--- config.mk ---
export PLATFORM = sky130hd
export DESIGN_NAME = dee_ctrl
export DESIGN_NICKNAME = d
export VERILOG_FILES = /design/src/rtl/dee_ctrl.v
export VERILOG_INCLUDE_DIRS = /design/src /design/src/rtl
export SDC_FILE = /design/constraint.sdc
export NUM_CORES = 2
export LEC_CHECK = 0
export BUFFER_PORTS_ARGS = -buffer_cell sky130_fd_sc_hd__buf_4
export CORE_MARGIN = 1
export CORE_UTILIZATION = 35
export CTS_CLUSTER_DIAMETER = 100
export CTS_CLUSTER_SIZE = 28
export DETAILED_ROUTE_END_ITERATION = 7
export SYNTH_ARGS = -nofsm -noshare
export SYNTH_HDL_FRONTEND = slang
export SYNTH_SLANG_ARGS = --single-unit
export TNS_END_PERCENT = 10
--- constraint.sdc ---
create_clock -name clock -period 4.17 [get_ports clock]
set_input_delay 1.0425 -clock clock [delete_from_list [all_inputs] [get_ports clock]]
set_output_delay 1.0425 -clock clock [all_outputs]
set_load 0.02 [all_outputs]
--- src/rtl/dee_regs.vh ---
`ifndef DEE_REGS_VH
`define DEE_REGS_VH

// Control/status register location in data space
`define DEE_CTL_ADDR      8'hDF
`define DEE_CTL_RESET     8'h00

// Control/status field positions
`define DEE_BIT_STANDBY   6
`define DEE_BIT_START     3
`define DEE_BIT_ROW_MODE  2
`define DEE_BIT_BUSY      1
`define DEE_BIT_ENABLE    0

// Array geometry and contents
`define DEE_ADDR_W        7
`define DEE_ROW_BYTES     8
`define DEE_ERASED        8'hFF
`define DEE_DEAD_READ     8'h00

// Programming cycle length in clock cycles
`define DEE_PROG_CYCLES   1000

`endif

--- src/rtl/dee_ctrl.v ---
`include "dee_regs.vh"

module dee_ctrl #(
  parameter AW          = `DEE_ADDR_W,
  parameter PROG_CYCLES = `DEE_PROG_CYCLES
) (
  input  wire          clock,
  input  wire          resetn,
  input  wire [7:0]    bus_addr,
  input  wire [7:0]    bus_wdata,
  input  wire          bus_wr,
  input  wire          bus_rd,
  input  wire          ee_sel,
  input  wire [AW-1:0] ee_addr,
  output reg  [7:0]    bus_rdata_r,
  output reg           program_busy_r,
  output reg           array_standby_r
);

  localparam [2:0] ST_IDLE = 3'b001;
  localparam [2:0] ST_BYTE = 3'b010;
  localparam [2:0] ST_ROW  = 3'b100;
  localparam integer LAST_INT = PROG_CYCLES - 1;
  localparam [15:0]  LAST_CNT = LAST_INT[15:0];

  reg [7:0]    mem [0:(1<<AW)-1];
  wire [8*`DEE_ROW_BYTES-1:0] row_flat;
  reg [7:0]    row_mask_r;
  reg          row_addr_valid_r;
  reg [AW-4:0] row_addr_r;
  reg [2:0]    state_r;
  reg [15:0]   cnt_r;
  reg          program_enable_r;
  reg          row_mode_enable_r;
  reg          row_write_start_r;
  reg [AW-1:0] byte_addr_r;
  reg [7:0]    byte_data_r;

  wire ctl_wr;
  wire ctl_rd;
  wire ee_wr;
  wire ee_rd;
  wire row_hit;
  wire done;

  function is_ctl;
    input [7:0] a;
    begin
      is_ctl = (a == `DEE_CTL_ADDR);
    end
  endfunction

  // Array access gated by standby and busy
  assign ctl_wr  = bus_wr & ~ee_sel & is_ctl(bus_addr);
  assign ctl_rd  = bus_rd & ~ee_sel & is_ctl(bus_addr);
  assign ee_wr   = bus_wr & ee_sel & ~program_busy_r & ~array_standby_r;
  assign ee_rd   = bus_rd & ee_sel & ~program_busy_r & ~array_standby_r;
  assign row_hit = ~row_addr_valid_r | (row_addr_r == ee_addr[AW-1:3]);
  assign done    = (state_r != ST_IDLE) & (cnt_r == 16'h0000);

  integer i;
  initial begin
    for (i = 0; i < (1<<AW); i = i + 1) begin
      mem[i] = `DEE_ERASED;
    end
  end

  // Array programming at cycle end
  integer k;
  always @(posedge clock) begin
    if (done && state_r == ST_BYTE) begin
      mem[byte_addr_r] <= byte_data_r;
    end
    if (done && state_r == ST_ROW && row_write_start_r) begin
      for (k = 0; k < `DEE_ROW_BYTES; k = k + 1) begin
        if (row_mask_r[k]) begin
          mem[{row_addr_r, k[2:0]}] <= row_flat[k*8 +: 8];
        end
      end
    end
  end

  // Row latch data
  genvar g;
  generate
    for (g = 0; g < `DEE_ROW_BYTES; g = g + 1) begin : g_latch
      reg [7:0] lat_r;
      // One latch byte per row slot
      assign row_flat[g*8 +: 8] = lat_r;
      always @(posedge clock or negedge resetn) begin
        if (!resetn) begin
          lat_r <= 8'h00;
        end else if (ctl_wr && !program_busy_r && bus_wdata[`DEE_BIT_ROW_MODE] && !row_mode_enable_r) begin
          lat_r <= 8'h00;
        end else if (ee_wr && row_mode_enable_r && row_hit && ee_addr[2:0] == g) begin
          lat_r <= bus_wdata;
        end
      end
    end
  endgenerate

  // Control, sequencing and status
  always @(posedge clock or negedge resetn) begin
    if (!resetn) begin
      state_r           <= ST_IDLE;
      cnt_r             <= 16'h0000;
      program_enable_r  <= 1'b0;
      row_mode_enable_r <= 1'b0;
      row_write_start_r <= 1'b0;
      array_standby_r   <= 1'b0;
      program_busy_r    <= 1'b0;
      row_mask_r        <= 8'h00;
      row_addr_valid_r  <= 1'b0;
      row_addr_r        <= {(AW-3){1'b0}};
      byte_addr_r       <= {AW{1'b0}};
      byte_data_r       <= 8'h00;
      bus_rdata_r       <= `DEE_DEAD_READ;
    end else begin
      case (state_r)
        ST_IDLE: begin
          if (ctl_wr) begin
            array_standby_r  <= bus_wdata[`DEE_BIT_STANDBY];
            program_enable_r <= bus_wdata[`DEE_BIT_ENABLE];
            if (bus_wdata[`DEE_BIT_ROW_MODE] && !row_mode_enable_r) begin
              row_mode_enable_r <= 1'b1;
              row_mask_r        <= 8'h00;
              row_addr_valid_r  <= 1'b0;
            end else if (!bus_wdata[`DEE_BIT_ROW_MODE]) begin
              row_mode_enable_r <= 1'b0;
              row_mask_r        <= 8'h00;
              row_addr_valid_r  <= 1'b0;
            end
            // start needs enable and row mode
            if (bus_wdata[`DEE_BIT_START] && program_enable_r && row_mode_enable_r &&
                bus_wdata[`DEE_BIT_ROW_MODE]) begin
              row_write_start_r <= 1'b1;
              program_busy_r    <= 1'b1;
              cnt_r             <= LAST_CNT;
              state_r           <= ST_ROW;
            end
          end else if (ee_wr && row_mode_enable_r) begin
            if (row_hit) begin
              row_addr_valid_r       <= 1'b1;
              row_addr_r             <= ee_addr[AW-1:3];
              row_mask_r[ee_addr[2:0]] <= 1'b1;
            end
          end else if (ee_wr && program_enable_r) begin
            byte_addr_r    <= ee_addr;
            byte_data_r    <= bus_wdata;
            program_busy_r <= 1'b1;
            cnt_r          <= LAST_CNT;
            state_r        <= ST_BYTE;
          end
        end
        ST_BYTE, ST_ROW: begin
          if (cnt_r != 16'h0000) begin
            cnt_r <= cnt_r - 16'h0001;
          end else begin
            program_busy_r <= 1'b0;
            state_r        <= ST_IDLE;
            if (state_r == ST_ROW) begin
              row_write_start_r <= 1'b0;
              row_mode_enable_r <= 1'b0;
              row_mask_r        <= 8'h00;
              row_addr_valid_r  <= 1'b0;
            end
          end
        end
        default: begin
          state_r        <= ST_IDLE;
          program_busy_r <= 1'b0;
        end
      endcase

      // Read data path
      if (ctl_rd) begin
        bus_rdata_r <= {6'b000000, program_busy_r, 1'b0};
      end else if (ee_rd && !row_mode_enable_r) begin
        bus_rdata_r <= mem[ee_addr];
      end else if (bus_rd) begin
        bus_rdata_r <= `DEE_DEAD_READ;
      end
    end
  end

endmodule // dee_ctrl

After elaboration in Yosys (flattened, before gate mapping)
Memory sizes are Yosys's and may differ from the RTL's.
Cells that the tools add are included.
Widths: inputs -> output; s select.
- register bits after elaboration: 124
- memory bits (writable): 1024
- input port bits: 28
- output and inout port bits: 10
- logic and storage cells: 206
- memories: 1
- memories (memory ; depth ; width ; read ports ; clocked after Yosys merged registers in ; wr ports ; line ; RTL):
    mem ; 128 ; 8 ; 1 ; 0 ; 8 ; dee_ctrl.v:26 ; reg [7:0] mem [0:(1<<AW)-1];
- $add $sub $neg: 1
- magnitude comparators: 2
- eq/ne operators: 25
- multiplexer cells: 89
- bitwise gates (word level): 19
- reductions and logical operators: 48
- operators by type and width (kind ; number):
    $mux 8 ; 27
    $mux 16 ; 5
    $mux 1 ; 43
    $pmux 16 s2 ; 1
    $logic_and 1x1->1 ; 23
    $ne 3x3->1 const B ; 6
    $reduce_bool 2->1 ; 9
    $logic_not 16->1 ; 1
    $pmux 8 s2 ; 1
    $reduce_bool 16->1 ; 1
    $sub 16x1->16 const B ; 1
    $eq 3x3->1 const B ; 5
    $mux 3 ; 5
    $reduce_and 5->1 ; 3
    $reduce_and 4->1 ; 3
    $and 1x1->1 ; 11
    $ne 2x2->1 const B ; 5
    $eq 3x2->1 const B ; 3
    $eq 8x8->1 const B ; 1
    $or 8x8->8 ; 1
    $pmux 1 s2 ; 4
    $reduce_or 8->1 ; 1
    $mux 7 ; 1
    $eq 3x1->1 const B ; 2
    15 further kinds ; 21

Logic depth before layout (Yosys ltp)
- depth in word-level cells: 9
- mapped depth: 12
- mapped depth without buffers: 10

Worst setup path before layout
Ideal clock, no wire load.
- path kind: reg2reg
- start: register cnt_r[0]
- end: memory mem[30][0] (enable)
- setup time: 384 ps
- data arrival time: 2955 ps
- data required time: 3786 ps
- setup slack: 831 ps
- cell stages (with the launch flop): 10
- path buffers: 1
- clock period less this slack: 3339 ps
- path through: dfrtp_1 > inv_1 > ha_1 > or4b_4 > nor3b_4 > nand3_4 > nor3_2 > nand4b_1 > clkbuf_1 > o21ai_0
- RTL lines (item ; line ; RTL):
    start: declaration ; dee_ctrl.v:32 ; reg [15:0] cnt_r;
    start signal: assignment ; dee_ctrl.v:157 ; cnt_r <= cnt_r - 16'h0001;
    end: declaration ; dee_ctrl.v:26 ;

==> summary.md <==
| Metric | Value |
|---|---|
| Final setup violation count | 0 |
| Area of the multi-input gates | 0.0243 mm^2 |
| Cell Pwr Density | 420 mW/mm^2 |
| P_leak | 22.2 nW |
| CTS Buffer Depth | 3 |
| Post-DR vias/cell | 6.69 |
| Maximum capacitance violations | 0 |
| Mapped Avg Cell Area | 14.1 um^2 |
| Share of layout cells above drive strength 1 | 29.9% |
| Clock sink count | 1148 |
| Peak Freq | 0.251 GHz |
| Port Buffers | 37 |
| FF+latch area | 0.0339 mm^2 |
| Placer Congestion | 1.02 |
| Number of fill cells | 15700 |
| Clock Latency Late Sink | 750 ps |
| Final Max Tran Viols | 0 |
| Post-synth EDFFs | 1024 |
| Final wirelength | 279000 um |
| DRT antenna net count | 0 |
| # IOs | 38 |
| Worst setup SP type | flop |
| Most frequent cells in the layout | edfxtp_1 (1024), mux2_2 (627), mux2_1 (484), buf_4 (411), o21ai_0 (208) |
| Setup Buffers After CTS | 0 |
| Ys async rst share | 10.8% |
| Vias in the first global route | 41300 |
| Layout area overhead | 11.6% |
| Total number of H-tree levels | 2 |
| Actual slew at the worst max-slew pin | 1440 ps |
| Yosys cell types | 84 |
| Starting Density | 35.3% |
| Total Nets Final | 4401 |
| Chip width | 415 um |
| Rows | 151 |
| Hold crit path type | in2async |
| R2r setup slk | 190 ps |
| Total gr overflow | 0 |
| CTS tree | done |
| Cts bufs inserted | 50 |
| VDD IR max | 430 uV |
| Die Height | 415 um |
| WP data required | 4530 ps |
| Tmin final | 3980 ps |
| Crit-path max FO | 14 |
| Skew final | 44.7 ps |
| GRT Total Usage | 31.4% |
| Antenna violations before repair | 62 |
| First-pass GRT wire length | 370000 um |
| #FFs+latches synth | 1148 |
| Commonest non-fill, non-tap cell in the layout | edfxtp_1 |
| Worst Setup End Kind | flop |
| Relative slew slack | 3.70% |
| WHS | 416 ps |
| Status | completed |
| Fin crit share | 95.5% |
| Syn Inst Count | 4250 |
| Largest net degree at the start of global routing | 90 |
| Critical path arrival | 4340 ps |
| DRC | 0 |
| Die footprint | 0.173 mm^2 |
| Register area share after synthesis | 56.6% |
| Most used DFF post-synth | edfxtp_1 |
| Clk slew on worst S/H paths | 110 ps |
| CORE AREA | 0.169 mm^2 |
| Yosys synthesis warning count | 0 |
| DPL Wire Length | 175000 um |
| Final Hold Viols | 0 |
| Mapped Nets | 4279 |
| DR vias | 44800 |
| CP Class | reg2reg |
| RSZ-0062 raised after global routing | no |
| Hold_buf cts | 0 |
| Syn Std Cell Area | 0.0598 mm^2 |
| DRT iter0 DRCs | 9452 |
| Clock Tree Root | clkbuf_16 |
| Routed wire per std cell | 41.6 um |
| Post-route setup TNS | 0 ps |
| Length of the first detailed-routing pass in iterations | 6 |
[cell usage after synthesis, drive strengths merged, types with 13 or more instances]
master	instances	share of area, %
o2bb2ai	17	0.25
nor2b	13	0.14
mux2i	188	3.1
a211oi	13	0.16
dfrtp	123	5.1
nand2	236	3.7
nand4	15	0.16
a22oi	90	1.1
and2	13	0.14
mux4	13	0.49
nand3	50	0.44
mux2	1111	21
edfxtp	1024	51
a22o	41	0.60
a221o	27	0.45
o211ai	45	0.56
o21ai	212	1.8
a31oi	20	0.21
a21oi	134	1.1
clkbuf	305	1.9
nor2	180	1.2
buf	80	0.85
nor3	28	0.35
a221oi	96	1.4
[metal layers]
layer | up-vias | GRT usage (%) | wire length, um
met3 | 862 | 9.15 | 41000
met4 | 18 | 19.3 | 18500
met5 | - | 0 | 114
met2 | 4277 | 45.1 | 118000
li1 | 16900 | - | -
met1 | 22700 | 41.5 | 101000
[repair_timing]
| action | in CTS | in global routing |
|---|---|---|
| resized for setup | 0 | 3 |
| endpoints found under the setup margin | 0 | 20 |
| hold endpoints to repair | 0 | 0 |
[final cells by class]
class | count | share of cell area [%]
multi-input cells | 2701 | 36.5
diodes | 75 | 0.281
clock buffers | 68 | 2.10
repair buffers | 455 | 5.90
flip-flops and latches | 1148 | 50.8
inverters | 16 | 0.0900
well taps | 2218 | 4.16
clock inverters | 13 | 0.244
[path summary, 6_finish.rpt]
kind,startpoint,depth (start not counted),to
setup / recovery,cnt_r[0]$_DFFE_PN0P_,10,mem[114][3]$_DFFE_PP_
hold / removal,resetn,1,byte_data_r[7]$_DFFE_PN0P_
setup reg to reg,cnt_r[0]$_DFFE_PN0P_,10,mem[114][3]$_DFFE_PP_
hold reg to reg,cnt_r[0]$_DFFE_PN0P_,1,cnt_r[0]$_DFFE_PN0P_
max in group asynchronous,resetn,2,state_r[0]$_DFFE_PN1P_
min in group clock,cnt_r[0]$_DFFE_PN0P_,1,cnt_r[0]$_DFFE_PN0P_
[registers in the layout, summed over array words and instances, names as in the netlist]
register / count
byte_addr_r: 7
byte_data_r: 8
cnt_r: 16
mem: 1024
row_addr_r: 4
program_enable_r: 1
program_busy_r: 1
row_addr_valid_r: 1
row_mode_enable_r: 1
g_latch.lat_r: 64
array_standby_r: 1
state_r: 3
row_mask_r: 8
row_write_start_r: 1
bus_rdata_r: 8
[metrics by stage]
step | power, W | utilization, % | area, um^2 | setup slack [ps] | cells
4_1_cts | 0.0274 | 39.3 | 66600 | 229 | 6619
2_1_floorplan | 0.0154 | - | 59800 | 831 | 4250
6_report | 0.0281 | 39.4 | 66700 | 190 | 6694
3_5_place_dp | 0.0211 | 38.4 | 65000 | 72.5 | 6538
5_1_grt | 0.0279 | 39.3 | 66600 | 11.6 | 6632
3_3_place_gp | 0.0211 | 38.4 | 65000 | 76.4 | 6538
[critical path, stage by stage, from the launching register on]
cell and delay [ps]:
dfrtp_1 410, inv_1 70, ha_1 190, or4b_4 510, nor3b_4 280, nand3_4 160
nor3_2 330, buf_4 230, nand2_1 60, buf_4 290, o21ai_0 1070
[cell families (layout without fill, tap and decap cells)]
| group | count (synthesis) | after routing | share of synthesized area, % |
|---|---|---|---|
| adder cells (fa/ha/maj) | 1 | 1 | 0.0209 |
| flip-flops | 1148 | 1148 | 56.6 |
| AND/OR/NAND/NOR | 608 | 608 | 7.07 |
| AO/OA/AOI/OAI | 770 | 770 | 8.73 |
| buffers and inverters | 401 | 552 | 2.87 |
| XOR/XNOR | 10 | 10 | 0.146 |
| multiplexers | 1312 | 1312 | 24.6 |
| other | 0 | 75 | 0 |
[report_power, final]
part           switching [W]  internal [W]
Combinational        0.00629       0.00121
Sequential           0.00132        0.0127
Clock                0.00405       0.00251
Total                 0.0117        0.0164
No activity file was read; power rests on OpenSTA's default activity.
